`config.mk`:
```
export PLATFORM = sky130hd
export DESIGN_NAME = adc_config_register_bank
export DESIGN_NICKNAME = d
export VERILOG_FILES = /design/src/core/adc_cfg_pkg.sv /design/src/core/spi_link_if.sv /design/src/core/serial_link_shifter.sv /design/src/core/adc_config_register_bank.sv
export SDC_FILE = /design/constraint.sdc
export NUM_CORES = 1
export LEC_CHECK = 0
export ABC_AREA = 1
export BUFFER_PORTS_ARGS = -buffer_cell sky130_fd_sc_hd__buf_4
export CORE_UTILIZATION = 65
export CTS_BUF_LIST = sky130_fd_sc_hd__clkbuf_4
export DETAILED_ROUTE_END_ITERATION = 6
export PLACE_DENSITY = 0.85
export SLEW_MARGIN = 15
export SYNTH_ARGS = -nofsm -noshare
export SYNTH_HDL_FRONTEND = slang
export SYNTH_HIERARCHICAL = 1
export SYNTH_SLANG_ARGS = --single-unit
```
`constraint.sdc`:
```
create_clock -name clk_sys_i -period 7.9 [get_ports clk_sys_i]
set_clock_uncertainty 0.05 [all_clocks]
set_input_delay 0.79 -clock clk_sys_i [delete_from_list [all_inputs] [get_ports clk_sys_i]]
set_output_delay 0.79 -clock clk_sys_i [all_outputs]
set_load 0.05 [all_outputs]
```
`src/core/adc_cfg_pkg.sv`:
```
package adc_cfg_pkg;
	// register addresses
	localparam logic [3:0] ADDR_GEN_CTRL = 4'h0;
	localparam logic [3:0] ADDR_TIMING = 4'h1;
	localparam logic [3:0] ADDR_FIXED_PAIR = 4'h2;
	localparam logic [3:0] ADDR_DIFF_MASK = 4'h3;
	localparam logic [3:0] ADDR_SINGLE_LO = 4'h4;
	localparam logic [3:0] ADDR_SINGLE_HI = 4'h5;
	localparam logic [3:0] ADDR_MONITOR = 4'h6;
	localparam logic [3:0] ADDR_PORT_DIR = 4'h7;
	localparam logic [3:0] ADDR_PORT_LEVEL = 4'h8;
	localparam logic [3:0] ADDR_DEV_ID = 4'h9;
	localparam int unsigned NUM_RW_REGS = 9;

	// reset values
	localparam logic [7:0] RST_GEN_CTRL = 8'h0A;
	localparam logic [7:0] RST_TIMING = 8'h83;
	localparam logic [7:0] RST_FIXED_PAIR = 8'h00;
	localparam logic [7:0] RST_DIFF_MASK = 8'h00;
	localparam logic [7:0] RST_SINGLE_LO = 8'hFF;
	localparam logic [7:0] RST_SINGLE_HI = 8'hFF;
	localparam logic [7:0] RST_MONITOR = 8'h00;
	localparam logic [7:0] RST_PORT_DIR = 8'hFF;
	localparam logic [7:0] RST_PORT_LEVEL = 8'h00;

	// writable bits; reserved bits read zero
	localparam logic [7:0] WMASK_GEN_CTRL = 8'h7E;
	localparam logic [7:0] WMASK_MONITOR = 8'h3D;
	localparam logic [7:0] WMASK_FULL = 8'hFF;

	// general control fields
	localparam int unsigned BIT_IDLE_RST = 6;
	localparam int unsigned BIT_SCAN_MODE = 5;
	localparam int unsigned BIT_BYPASS = 4;
	localparam int unsigned BIT_CLK_OUT = 3;
	localparam int unsigned BIT_CHOP = 2;
	localparam int unsigned BIT_STAT = 1;

	// timing control fields
	localparam int unsigned BIT_IDLE_MODE = 7;
	localparam int unsigned DLY_MSB = 6;
	localparam int unsigned DLY_LSB = 4;
	localparam int unsigned BIAS_MSB = 3;
	localparam int unsigned BIAS_LSB = 2;
	localparam int unsigned RATE_MSB = 1;
	localparam int unsigned RATE_LSB = 0;

	// command byte
	localparam logic [2:0] CMD_REG_READ = 3'h2;
	localparam logic [2:0] CMD_REG_WRITE = 3'h3;
	localparam int unsigned BIT_MULTI = 4;

	// monitor channel ids that use the internal path in scan mode
	localparam logic [4:0] CHID_SUPPLY = 5'h1A;
	localparam logic [4:0] CHID_TEMP = 5'h1B;
	localparam logic [4:0] CHID_GAIN = 5'h1C;
	localparam logic [4:0] CHID_REF = 5'h1D;

	// serial idle timeouts in master clock cycles
	localparam int unsigned IDLE_LONG_CYCLES = 4096;
	localparam int unsigned IDLE_SHORT_CYCLES = 256;
endpackage

```
`src/core/spi_link_if.sv`:
```
interface spi_link_if;
	logic [7:0] rx_byte;
	logic rx_valid;
	logic [7:0] tx_byte;
	logic tx_load;
	logic link_clear;
	logic short_idle;

	modport shifter(
		output rx_byte, rx_valid, link_clear,
		input tx_byte, tx_load, short_idle
	);
	modport core(
		input rx_byte, rx_valid, link_clear,
		output tx_byte, tx_load, short_idle
	);
endinterface

```
`src/core/serial_link_shifter.sv`:
```
module serial_link_shifter #(
	parameter int unsigned LONG_IDLE = adc_cfg_pkg::IDLE_LONG_CYCLES,
	parameter int unsigned SHORT_IDLE = adc_cfg_pkg::IDLE_SHORT_CYCLES
) (
	// clock and reset
	input wire logic clk_sys_i,
	input wire logic resetn_i,
	// serial pins
	input wire logic cs_n_i,
	input wire logic sclk_i,
	input wire logic mosi_i,
	output logic miso_o,
	output logic miso_oe_o,
	// core side
	spi_link_if.shifter link
);
	localparam int unsigned IDLE_W = $clog2(LONG_IDLE + 1);
	localparam logic [IDLE_W-1:0] LONG_LAST = IDLE_W'(LONG_IDLE - 1);
	localparam logic [IDLE_W-1:0] SHORT_LAST = IDLE_W'(SHORT_IDLE - 1);

	logic [1:0] cs_s_q;
	logic [1:0] sclk_s_q;
	logic [1:0] mosi_s_q;
	logic sclk_prev_q;
	logic [IDLE_W-1:0] idle_q;
	logic [2:0] bit_cnt_q;
	logic [6:0] rx_sh_q;
	logic [7:0] tx_sh_q;
	logic miso_q;

	wire cs_act = !cs_s_q[1];
	wire sclk_rise = sclk_s_q[1] && !sclk_prev_q;
	wire sclk_fall = !sclk_s_q[1] && sclk_prev_q;
	wire sclk_edge = sclk_rise || sclk_fall;
	wire [IDLE_W-1:0] idle_last = link.short_idle ? SHORT_LAST : LONG_LAST;
	wire idle_hit = cs_act && !sclk_edge && (idle_q == idle_last);
	wire link_clear = !cs_act || idle_hit;

	always_ff @(posedge clk_sys_i) begin
		if (!resetn_i) begin
			cs_s_q <= 2'h3;
			sclk_s_q <= 2'h0;
			mosi_s_q <= 2'h0;
			sclk_prev_q <= 1'b0;
		end else begin
			cs_s_q <= {cs_s_q[0], cs_n_i};
			sclk_s_q <= {sclk_s_q[0], sclk_i};
			mosi_s_q <= {mosi_s_q[0], mosi_i};
			sclk_prev_q <= sclk_s_q[1];
		end
	end

	always_ff @(posedge clk_sys_i) begin
		if (!resetn_i || link_clear || sclk_edge) begin
			idle_q <= '0;
		end else begin
			idle_q <= idle_q + IDLE_W'(1);
		end
	end

	// timeout clears the shifter state and returns the core to command
	always_ff @(posedge clk_sys_i) begin
		if (!resetn_i || link_clear) begin
			bit_cnt_q <= 3'h0;
			rx_sh_q <= 7'h00;
			tx_sh_q <= 8'h00;
			miso_q <= 1'b0;
		end else begin
			if (sclk_fall) begin
				bit_cnt_q <= bit_cnt_q + 3'h1;
				rx_sh_q <= {rx_sh_q[5:0], mosi_s_q[1]};
			end
			if (link.tx_load) begin
				tx_sh_q <= link.tx_byte;
			end else if (sclk_rise) begin
				miso_q <= tx_sh_q[7];
				tx_sh_q <= {tx_sh_q[6:0], 1'b0};
			end
		end
	end

	assign link.rx_valid = cs_act && sclk_fall && (bit_cnt_q == 3'h7);
	assign link.rx_byte = {rx_sh_q, mosi_s_q[1]};
	assign link.link_clear = link_clear;
	assign miso_o = miso_q;
	assign miso_oe_o = cs_act;

	// quiet span counted apart from the timeout counter
	logic [IDLE_W-1:0] quiet_q;
	always_ff @(posedge clk_sys_i) begin
		if (!resetn_i || !cs_act || sclk_edge) begin
			quiet_q <= '0;
		end else if (quiet_q != '1) begin
			quiet_q <= quiet_q + IDLE_W'(1);
		end
	end
endmodule

```
`src/core/adc_config_register_bank.sv`:
```
module adc_config_register_bank #(
	// arbitrary identifier value
	parameter logic [7:0] ID_CODE = 8'h5A,
	parameter int unsigned LONG_IDLE = adc_cfg_pkg::IDLE_LONG_CYCLES,
	parameter int unsigned SHORT_IDLE = adc_cfg_pkg::IDLE_SHORT_CYCLES
) (
	// clock and reset
	input wire logic clk_sys_i,
	input wire logic resetn_i,
	// serial pins
	input wire logic cs_n_i,
	input wire logic sclk_i,
	input wire logic mosi_i,
	output logic miso_o,
	output logic miso_oe_o,
	// clock pin control
	input wire logic clock_source_pin_i,
	output logic clock_io_pin_oe_o,
	// channel selection
	input wire logic [4:0] conv_channel_id_i,
	output logic fixed_mode_o,
	output logic [7:0] diff_scan_mask_o,
	output logic [15:0] single_scan_mask_o,
	output logic [7:0] monitor_scan_mask_o,
	output logic [3:0] positive_input_sel_o,
	output logic [3:0] negative_input_sel_o,
	output logic ext_input_route_o,
	// conversion settings
	output logic chop_enable_o,
	output logic idle_sleep_o,
	output logic [2:0] switch_delay_o,
	output logic [1:0] bias_current_sel_o,
	output logic [1:0] rate_code_o,
	// status byte framing
	output logic cmd_read_status_o,
	output logic direct_read_status_o,
	output logic status_undefined_o,
	// port pin registers
	output logic [7:0] port_pin_direction_o,
	output logic [7:0] port_pin_level_o
);
	localparam logic [8:0][7:0] REG_RESET = {
		adc_cfg_pkg::RST_PORT_LEVEL, adc_cfg_pkg::RST_PORT_DIR,
		adc_cfg_pkg::RST_MONITOR, adc_cfg_pkg::RST_SINGLE_HI,
		adc_cfg_pkg::RST_SINGLE_LO, adc_cfg_pkg::RST_DIFF_MASK,
		adc_cfg_pkg::RST_FIXED_PAIR, adc_cfg_pkg::RST_TIMING,
		adc_cfg_pkg::RST_GEN_CTRL
	};
	localparam logic [8:0][7:0] REG_WMASK = {
		adc_cfg_pkg::WMASK_FULL, adc_cfg_pkg::WMASK_FULL,
		adc_cfg_pkg::WMASK_MONITOR, adc_cfg_pkg::WMASK_FULL,
		adc_cfg_pkg::WMASK_FULL, adc_cfg_pkg::WMASK_FULL,
		adc_cfg_pkg::WMASK_FULL, adc_cfg_pkg::WMASK_FULL,
		adc_cfg_pkg::WMASK_GEN_CTRL
	};

	typedef enum logic [1:0] {
		ST_CMD,
		ST_READ,
		ST_WRITE
	} xfer_state_e;

	xfer_state_e state_q;
	xfer_state_e state_d;
	logic [3:0] addr_q;
	logic [3:0] addr_d;
	logic mul_q;
	logic mul_d;
	logic [8:0][7:0] regs_q;
	logic [1:0] clk_src_s_q;
	logic [7:0] diff_q;
	logic [15:0] single_q;
	logic [7:0] monitor_q;
	logic [3:0] pos_q;
	logic [3:0] neg_q;
	logic route_q;
	logic clk_oe_q;
	logic direct_stat_q;

	spi_link_if link_bus();

	serial_link_shifter #(
		.LONG_IDLE(LONG_IDLE),
		.SHORT_IDLE(SHORT_IDLE)
	) u_shifter (
		.clk_sys_i(clk_sys_i),
		.resetn_i(resetn_i),
		.cs_n_i(cs_n_i),
		.sclk_i(sclk_i),
		.mosi_i(mosi_i),
		.miso_o(miso_o),
		.miso_oe_o(miso_oe_o),
		.link(link_bus.shifter)
	);

	// register read mux, also used for the identifier
	function automatic logic [7:0] reg_rd(input logic [8:0][7:0] regs, input logic [3:0] a);
		logic [7:0] v;
		v = 8'h00;
		if (a == adc_cfg_pkg::ADDR_DEV_ID) begin
			v = ID_CODE;
		end else if (a < adc_cfg_pkg::ADDR_DEV_ID) begin
			v = regs[a];
		end
		return v;
	endfunction

	// channel ids routed internally in scan mode whatever the bypass bit
	function automatic logic is_internal_monitor(input logic [4:0] id);
		return (id == adc_cfg_pkg::CHID_SUPPLY) || (id == adc_cfg_pkg::CHID_TEMP) ||
			(id == adc_cfg_pkg::CHID_GAIN) || (id == adc_cfg_pkg::CHID_REF);
	endfunction

	// command decode
	wire rx_take = link_bus.rx_valid && !link_bus.link_clear;
	wire [2:0] rx_cmd = link_bus.rx_byte[7:5];
	wire [3:0] rx_addr = link_bus.rx_byte[3:0];
	wire rx_mul = link_bus.rx_byte[adc_cfg_pkg::BIT_MULTI];
	wire is_rd_cmd = (state_q == ST_CMD) && (rx_cmd == adc_cfg_pkg::CMD_REG_READ);
	wire is_wr_cmd = (state_q == ST_CMD) && (rx_cmd == adc_cfg_pkg::CMD_REG_WRITE);
	// multi access stops after the identifier
	wire more = mul_q && (addr_q < adc_cfg_pkg::ADDR_DEV_ID);
	wire [3:0] addr_next = addr_q + 4'h1;
	// identifier and unmapped addresses take no write
	wire wr_en = rx_take && (state_q == ST_WRITE) && (addr_q < adc_cfg_pkg::ADDR_DEV_ID);

	always_comb begin
		state_d = state_q;
		addr_d = addr_q;
		mul_d = mul_q;
		if (link_bus.link_clear) begin
			state_d = ST_CMD;
		end else if (rx_take) begin
			unique case (state_q)
				ST_CMD: begin
					addr_d = rx_addr;
					mul_d = rx_mul;
					if (is_rd_cmd) begin
						state_d = ST_READ;
					end else if (is_wr_cmd) begin
						state_d = ST_WRITE;
					end
				end
				ST_READ, ST_WRITE: begin
					if (more) begin
						addr_d = addr_next;
					end else begin
						state_d = ST_CMD;
					end
				end
			endcase
		end
	end

	// read data staged for the next byte
	assign link_bus.tx_load = rx_take;
	assign link_bus.tx_byte = is_rd_cmd ? reg_rd(regs_q, rx_addr) :
		((state_q == ST_READ) && more) ? reg_rd(regs_q, addr_next) : 8'h00;
	assign link_bus.short_idle = regs_q[adc_cfg_pkg::ADDR_GEN_CTRL][adc_cfg_pkg::BIT_IDLE_RST];

	// only the transfer state returns to command
	always_ff @(posedge clk_sys_i) begin
		if (!resetn_i) begin
			state_q <= ST_CMD;
			addr_q <= 4'h0;
			mul_q <= 1'b0;
		end else begin
			state_q <= state_d;
			addr_q <= addr_d;
			mul_q <= mul_d;
		end
	end

	always_ff @(posedge clk_sys_i) begin
		for (int i = 0; i < adc_cfg_pkg::NUM_RW_REGS; i++) begin
			if (!resetn_i) begin
				regs_q[i] <= REG_RESET[i];
			end else if (wr_en && (addr_q == 4'(i))) begin
				regs_q[i] <= link_bus.rx_byte & REG_WMASK[i];
			end
		end
	end

	// pin synchroniser
	always_ff @(posedge clk_sys_i) begin
		if (!resetn_i) begin
			clk_src_s_q <= 2'h0;
		end else begin
			clk_src_s_q <= {clk_src_s_q[0], clock_source_pin_i};
		end
	end

	wire [7:0] gen_w = regs_q[adc_cfg_pkg::ADDR_GEN_CTRL];
	wire [7:0] tim_w = regs_q[adc_cfg_pkg::ADDR_TIMING];
	wire fixed_w = gen_w[adc_cfg_pkg::BIT_SCAN_MODE];
	wire bypass_w = gen_w[adc_cfg_pkg::BIT_BYPASS];
	// scan masks only in scan mode
	wire [7:0] diff_d = fixed_w ? 8'h00 : regs_q[adc_cfg_pkg::ADDR_DIFF_MASK];
	wire [15:0] single_d = fixed_w ? 16'h0000 :
		{regs_q[adc_cfg_pkg::ADDR_SINGLE_HI], regs_q[adc_cfg_pkg::ADDR_SINGLE_LO]};
	wire [7:0] monitor_d = fixed_w ? 8'h00 : regs_q[adc_cfg_pkg::ADDR_MONITOR];
	// fixed pair only in fixed mode
	wire [3:0] pos_d = fixed_w ? regs_q[adc_cfg_pkg::ADDR_FIXED_PAIR][7:4] : 4'h0;
	wire [3:0] neg_d = fixed_w ? regs_q[adc_cfg_pkg::ADDR_FIXED_PAIR][3:0] : 4'h0;
	wire route_d = bypass_w && (fixed_w || !is_internal_monitor(conv_channel_id_i));
	// clock drive only when source pin low
	wire clk_oe_d = gen_w[adc_cfg_pkg::BIT_CLK_OUT] && !clk_src_s_q[1];
	// direct reads follow bit in scan mode only
	wire direct_stat_d = !fixed_w && gen_w[adc_cfg_pkg::BIT_STAT];

	always_ff @(posedge clk_sys_i) begin
		if (!resetn_i) begin
			diff_q <= 8'h00;
			single_q <= 16'h0000;
			monitor_q <= 8'h00;
			pos_q <= 4'h0;
			neg_q <= 4'h0;
			route_q <= 1'b0;
			clk_oe_q <= 1'b0;
			direct_stat_q <= 1'b0;
		end else begin
			diff_q <= diff_d;
			single_q <= single_d;
			monitor_q <= monitor_d;
			pos_q <= pos_d;
			neg_q <= neg_d;
			route_q <= route_d;
			clk_oe_q <= clk_oe_d;
			direct_stat_q <= direct_stat_d;
		end
	end

	assign diff_scan_mask_o = diff_q;
	assign single_scan_mask_o = single_q;
	assign monitor_scan_mask_o = monitor_q;
	assign positive_input_sel_o = pos_q;
	assign negative_input_sel_o = neg_q;
	assign ext_input_route_o = route_q;
	assign clock_io_pin_oe_o = clk_oe_q;
	assign direct_read_status_o = direct_stat_q;
	assign fixed_mode_o = fixed_w;
	assign chop_enable_o = gen_w[adc_cfg_pkg::BIT_CHOP];
	// command reads always framed with status
	assign cmd_read_status_o = 1'b1;
	assign status_undefined_o = fixed_w;
	assign idle_sleep_o = tim_w[adc_cfg_pkg::BIT_IDLE_MODE];
	assign switch_delay_o = tim_w[adc_cfg_pkg::DLY_MSB:adc_cfg_pkg::DLY_LSB];
	assign bias_current_sel_o = tim_w[adc_cfg_pkg::BIAS_MSB:adc_cfg_pkg::BIAS_LSB];
	assign rate_code_o = tim_w[adc_cfg_pkg::RATE_MSB:adc_cfg_pkg::RATE_LSB];
	assign port_pin_direction_o = regs_q[adc_cfg_pkg::ADDR_PORT_DIR];
	assign port_pin_level_o = regs_q[adc_cfg_pkg::ADDR_PORT_LEVEL];
endmodule

```
==> results of run 1 <==
logic make-up (layout without fill, tap and decap cells):
group	count (synthesis)	after routing
simple gates	410	410
mux	10	10
other cells	2	4
flops	155	155
xor+xnor	12	12
compound gates	210	210
buf+inv	188	225
fa+ha+maj	13	13
sequential cells by signal, summed over array words and instances, names as in the netlist, 3 cells and up:
signal	count
u_shifter/tx_sh_q	8
u_shifter/idle_q	13
monitor_scan_mask_o	5
addr_q	4
negative_input_sel_o	4
port_pin_level_o	8
gen_w	6
u_shifter/bit_cnt_q	3
regs_q	37
single_scan_mask_o	16
u_shifter/rx_sh_q	7
diff_scan_mask_o	8
port_pin_direction_o	8
tim_w	8
positive_input_sel_o	4
final timing paths:
check | end | slack [ns] | start | depth (start not counted)
worst max-delay path | u_shifter/tx_sh_q[5] | 4.62 | addr_q[1] | 14
worst min-delay path | u_shifter/sclk_s_q[0] | 0.33 | sclk_i | 3
worst max register to register | u_shifter/tx_sh_q[5] | 4.62 | addr_q[1] | 14
worst min register to register | clock_io_pin_oe_o | 0.35 | clk_src_s_q[1] | 1
final cells by class:
type	count	area [µm²]	share of cell area
inverter	111	417	0.0524
tap	140	175	0.0220
clock inverter	11	128	0.0160
sequential	155	3100	0.390
clock buffer	20	150	0.0189
multi-input combinational	659	3360	0.422
timing repair buffer	83	623	0.0783
worst max-delay path, delay by kind of cell, from the launching register on:
family | cells | cell delay [ns]
adders and majority gates | 1 | 0.71
AOI/OAI and AO/OA | 4 | 0.69
buffers and inverters | 2 | 0.68
and+or+nand+nor | 7 | 0.60
DFF | 1 | 0.42
power by group through the flow:
| stage | logic [mW] | registers, mW | clock network, mW |
|---|---|---|---|
| after floorplan | 0.0368 | 0.826 | 0 |
| after global placement | 0.0691 | 0.808 | 0 |
| after detailed placement | 0.0700 | 0.808 | 0 |
| after CTS | 0.0702 | 0.790 | 0.490 |
| after global routing | 0.0767 | 0.791 | 0.524 |
| final | 0.0710 | 0.790 | 0.486 |
layer usage:
| layer | up-vias | part of all wire | GRT usage |
|---|---|---|---|
| met5 | - | 0 | 0 |
| met4 | 0 | 0.054 | 0.199 |
| met3 | 87 | 0.11 | 0.0874 |
| met2 | 385 | 0.45 | 0.529 |
| met1 | 3057 | 0.39 | 0.421 |
| li1 | 3260 | - | - |
cell usage after synthesis (all sizes together):
library cell | count | area share
a22o | 6 | 0.0072
and2 | 1 | 0.0012
a22oi | 1 | 0.0010
dfxtp | 155 | 0.42
conb | 2 | 0.0010
buf | 47 | 0.045
xor2 | 8 | 0.011
o211ai | 21 | 0.022
clkbuf | 30 | 0.017
nor3 | 5 | 0.0041
mux2i | 9 | 0.012
xnor2 | 4 | 0.0048
nand2 | 194 | 0.10
o21ai | 92 | 0.063
clkinv | 3 | 0.0015
nor2 | 122 | 0.077
nand3 | 80 | 0.057
ha | 13 | 0.022
nand4 | 8 | 0.0085
inv | 108 | 0.055
a21oi | 86 | 0.059
a31oi | 2 | 0.0017
a221oi | 1 | 0.0012
a41oi | 1 | 0.0012
mux2 | 1 | 0.0015
cell usage in the layout, fill, tap and decap left out, types with 3 or more instances in the layout:
cell and n:
nor3_1 4, ha_1 13, nand4_1 6, clkinv_1 5, conb_1 4, xnor2_1 4, xor2_1 7, o21ai_0 92
a22o_1 6, inv_1 106, clkbuf_4 20, nand2_1 191, bufinv_16 3, clkinv_2 6, mux2i_1 9, nand3_1 78
nor2_4 14, dfxtp_1 155, o211ai_1 21, nor2_1 107, a21oi_1 86, buf_4 83
==> impl_metrics.ini, run 1 <==
[die]
initial_core_util = 0.673
die_x_um = 108
core_um2 = 10900
fp.dieH_um = 108
rows = 38
dieArea_um2 = 11700
io-pin-count = 84

[timing]
timing.final.max_slew_violations = 0
worst_slew_pin_slew_ns = 1.11
setup_viol_count_final = 0
hold_viol = 0
relSlewSlack = 0.256
whs_ns = 0.325
setup_ws_ns = 4.62
setup_tns_ns = 0
rsz0062_at_grt = false
period_minus_slack_ns = 3.28
period_share = 0.416
max_freq_mhz = 305

[logic_synthesis]
ys.warnings.count = 6
synth_top_family_by_area = simple AND/OR/NAND/NOR gates
ys_seq_elements = 155
synthSimpleGateAreaFrac = 0.250
syn_area_um2 = 7330
synth_compound_area_frac = 0.155
synthAdderAreaFrac = 0.0222
synth_xor_area_frac = 0.0154
synth_seq_area_share = 0.424
ys_types = 40
avgSynthCellArea_um2 = 7.33
synthCells = 1000
muxShareOfSynthArea = 0.0138

[power_and_ir_drop]
p_leak_nw = 3.65
pwr-share-seq = 0.586
total_power_mw = 1.35
powerDensity_nw_per_um2 = 169
pwr-share-comb = 0.053
switching_share = 0.236
p_clk_frac = 0.361
power.switching_mw = 0.318
vdd_drop_max_mv = 0.128
power.internal_mw = 1.03

[global_route]
antenna_found_initial = 0
grt_usage = 0.339
grt_pass1_vias = 6081
overflow = 0
grt_max_degree = 72
grt_pass1_wl_um = 29800

[placed_design]
dp_hpwl_um = 12500
port_buffers = 78
place_ws_ns = 4.82
dpl_cell_area_um2 = 7680
gp_congestion = 0.990
dp_cells = 1148

[critical_path]
worstSetupStartpointType = flip-flop
crit_fanout = 21
required_ns = 8.31
end_kind = flip-flop
path_class = flip-flop to flip-flop
critPathSlowestCell = ha_1
path_cells = inv_1 -> ha_1 -> inv_1 -> a21oi_1 -> o21ai_0 -> nand2_1 -> nand2_1 -> nand3_1 -> nand2_1 -> nand2_1 -> nand2_1 -> a22o_1 -> a21oi_1 -> nor2_1
worstPathArrival_ns = 3.70
worst_path_largest_cell_delay_ns = 0.71
crit_path_frequent_cell = nand2_1

[min_path]
hold_class = input pin to flip-flop

[detailed_routing]
route.detailed.drc = 0
drt_iter0_markers = 812
routedWlPerCell_um = 15.8
totalWireLength_um = 18600
vias_per_cell = 5.76
vias = 6789
antenna_left = 0
drt_first_pass_iters = 6

[clock_network]
cts_tree = done
cts_setup_buffers = 0
cts_resized = 0
cts_hold_buffers = 0
root_buffer = clkbuf_4
clock_latency_ns = 0.59
cts.clk_slew.worst_paths_ns = 0.12
cts_inserted_buffers = 17
cts.sinks = 155
cts-htree-levels = 4
clk_path_buf_depth = 2

[final_layout]
stdcell_area_um2 = 7960
n_fill_cell = 974
nNetsFinal = 1051
utilization = 0.731
instances_no_fill = 1179
drive_gt1_frac = 0.135
n_antenna_cell = 0
syn2layout_area_growth_pct = 8.61

[run_status]
outcome = finished, final reports clean

[job]
cap_violations = 0
(Power assumes the default switching activity.)
==> inputs of run 2 (changes only) <==
Settings changed: ABC_AREA 1 to 0, CORE_UTILIZATION 65 to 61, PLACE_DENSITY 0.85 to 0.81.
Clock period 7.9 ns to 3.15 ns, I/O delays scaled along.
==> run 2 against run 1 <==
Effect of this change: the flow now finishes with violations (DRC); synthesized cell count down 19%; utilization down 4.8 points; wire length up 2.1%; largest cell class unchanged.
==> impl_metrics.ini, run 2 <==
[run_status]
outcome = complete, but fails checks
violations = DRC

[detailed_routing]
routedWlPerCell_um = 18.8
route.detailed.drc = 1
vias = 6133
totalWireLength_um = 19000
drt_iter0_markers = 541
vias_per_cell = 6.08
drt_first_pass_iters = 7
antenna_left = 0

[critical_path]
path_class = flip-flop to flip-flop
required_ns = 3.54
r2r_setup_slack_ns = 0.27
path_cells = ha_1 -> nand4_1 -> nor2_1 -> nand3_1 -> nand2_1 -> nand2b_4 -> inv_1 -> and4b_1 -> nand2_1 -> nand2_1 -> nand3_1
worstReg2RegEnd = port_pin_direction_o[3]
worstPathArrival_ns = 3.27
end_kind = flip-flop
crit_path_frequent_cell = nand2_1
critPathSlowestCell = and4b_1
path_buf_inv = 1
critical-path-top-delay-family = simple AND/OR/NAND/NOR gates
crit_fanout = 19
worst_path_largest_cell_delay_ns = 0.69
rr_startpoint = u_shifter/idle_q[0]
reg2reg_depth = 11
worstSetupStartpointType = flip-flop

[logic_synthesis]
synth_top_area_cell = dfxtp_1
muxShareOfSynthArea = 0.130
ys_seq_elements = 155
synth_edf_count = 0
ys_types = 68
synth_commonest_cells = 155 x dfxtp_1, 104 x nand3_1, 92 x nand2_1
avgSynthCellArea_um2 = 9.24
synthSimpleGateAreaFrac = 0.234
synth_compound_area_frac = 0.0984
synth_most_common_cell = dfxtp_1
netlist_top_cells_area = dfxtp_1 41%, nand3_1 6.9%, mux2i_1 6.8%
syn_area_um2 = 7500
synth_xor_area_frac = 0.0197
synth_top_cell_area_share = 0.413
async_flop_share = 0
synthAdderAreaFrac = 0.0217
ys.warnings.count = 6
synthCells = 812
dominantRegCellSynth = dfxtp_1
synth_top_family_by_area = simple AND/OR/NAND/NOR gates
synth_seq_area_share = 0.413

[final_layout]
regMostFlops = regs_q
n_fill_cell = 948
drive_gt1_frac = 0.185
stdcell_area_um2 = 8200
n_antenna_cell = 0
final_common_cell = dfxtp_1
syn2layout_area_growth_pct = 9.29
nNetsFinal = 872
multi_input_area_um2 = 3790
utilization = 0.683
largest_register_ffs = 37
mostFrequentLayoutCells = 154 x dfxtp_1, 104 x nand3_1, 100 x buf_4
ff_latch_area_um2 = 3100

[placed_design]
dpl_cell_area_um2 = 7880
dp_hpwl_um = 13200
gp_congestion = 0.902
port_buffers = 78

[clock_network]
cts-htree-levels = 4
cts.clk_slew.worst_paths_ns = 0.12
cts_tree = done
clk_path_buf_depth = 2
cts.sinks = 155
clock_latency_ns = 0.58
root_buffer = clkbuf_4
cts_inserted_buffers = 17
cts_resized = 0

[power_and_ir_drop]
pwr-share-seq = 0.600
powerDensity_nw_per_um2 = 404
switching_share = 0.245
vdd_drop_max_mv = 0.341
power.internal_mw = 2.50
power.switching_mw = 0.811
pwr-share-comb = 0.049
p_clk_frac = 0.351
p_leak_nw = 3.08
total_power_mw = 3.31

[timing]
worst_slew_pin_slew_ns = 0.797
timing.final.max_slew_violations = 0
period_minus_slack_ns = 2.88
hold_viol = 0
period_share = 0.914
max_freq_mhz = 347
setup_tns_ns = 0
rsz0062_at_grt = false
whs_ns = 0.0508
relSlewSlack = 0.468
setup_viol_count_final = 0

[die]
initial_core_util = 0.625
dieArea_um2 = 12700
die_x_um = 113
fp.dieH_um = 113
core_um2 = 12000
rows = 40
io-pin-count = 84

[global_route]
overflow = 0
grt_max_degree = 49
grt_pass1_wl_um = 30000
grt_pass1_vias = 5808
antenna_found_initial = 1
grt_usage = 0.309

[min_path]
holdPathEnd = ext_input_route_o
hold_class = input pin to flip-flop
whs_path_depth = 3
worstHoldStart = conv_channel_id_i[2]

[job]
cap_violations = 0
-- run 2: cells by family after synthesis --
group,after synthesis
AND/OR/NAND/NOR,347
flip-flops,155
buffers and inverters,104
AO/OA/AOI/OAI,103
multiplexers,72
XOR/XNOR,16
adder cells (fa/ha/maj),13
other,2
-- run 2: power groups by stage --
stage	Combinational, mW	Sequential (mW)	Clock (mW)
6_report	0.163	1.99	1.16
5_1_grt	0.172	1.99	1.26
4_1_cts	0.163	1.99	1.18
3_5_place_dp	0.157	2.03	0
3_3_place_gp	0.155	2.03	0
2_1_floorplan	0.0829	2.07	0
-- run 2: stage by stage --
step / worst slack [ns] / instances
after floorplan: 0.538 / 814
after global placement: 0.403 / 970
after detailed placement: 0.330 / 970
after CTS: 0.308 / 1008
after global routing: 0.0776 / 1008
final: 0.271 / 1008
-- run 2: timing repair --
action                                 in CTS  in global routing
buffers inserted                            0                  0
endpoints found under the hold margin       5                  0
hold buffers                                6                  0
-- run 2: cell type report --
| cell class | instances | area share |
|---|---|---|
| inverters | 13 | 0.00595 |
| clock buffers | 18 | 0.0165 |
| multi-input cells | 555 | 0.462 |
| flip-flops and latches | 155 | 0.378 |
| clock inverters | 14 | 0.0157 |
| well taps | 147 | 0.0224 |
| repair buffers | 106 | 0.0989 |
-- run 2: how the worst max path moves through the flow --
stage                                   start                 endpoint  slack, ns  depth (start not counted)
after global routing      u_shifter/idle_q[0]  port_pin_direction_o[6]       0.08                         11
after floorplan                     addr_q[0]     u_shifter/tx_sh_q[4]       0.54                         14
after CTS                 u_shifter/idle_q[0]               regs_q[47]       0.31                         11
final                     u_shifter/idle_q[0]  port_pin_direction_o[3]       0.27                         11
after detailed placement  u_shifter/idle_q[0]               regs_q[47]       0.33                         11
after global placement    u_shifter/idle_q[0]               regs_q[43]       0.40                         11
-- run 2: layer usage --
metal / GRT usage / part of all wire / vias up
li1: - / - / 2866
met1: 0.384 / 0.41 / 2901
met2: 0.514 / 0.48 / 312
met3: 0.0761 / 0.075 / 54
met4: 0.130 / 0.033 / 0
met5: 0 / 0 / -
-- run 2: worst reg2reg max path: stages, from the launching register on --
cell and delay (ns):
dfxtp_1 0.36, ha_1 0.24, nand4_1 0.18, nor2_1 0.15, nand3_1 0.11, nand2_1 0.06
nand2b_4 0.17, inv_1 0.07, and4b_1 0.69, nand2_1 0.41, nand2_1 0.16, nand3_1 0.09
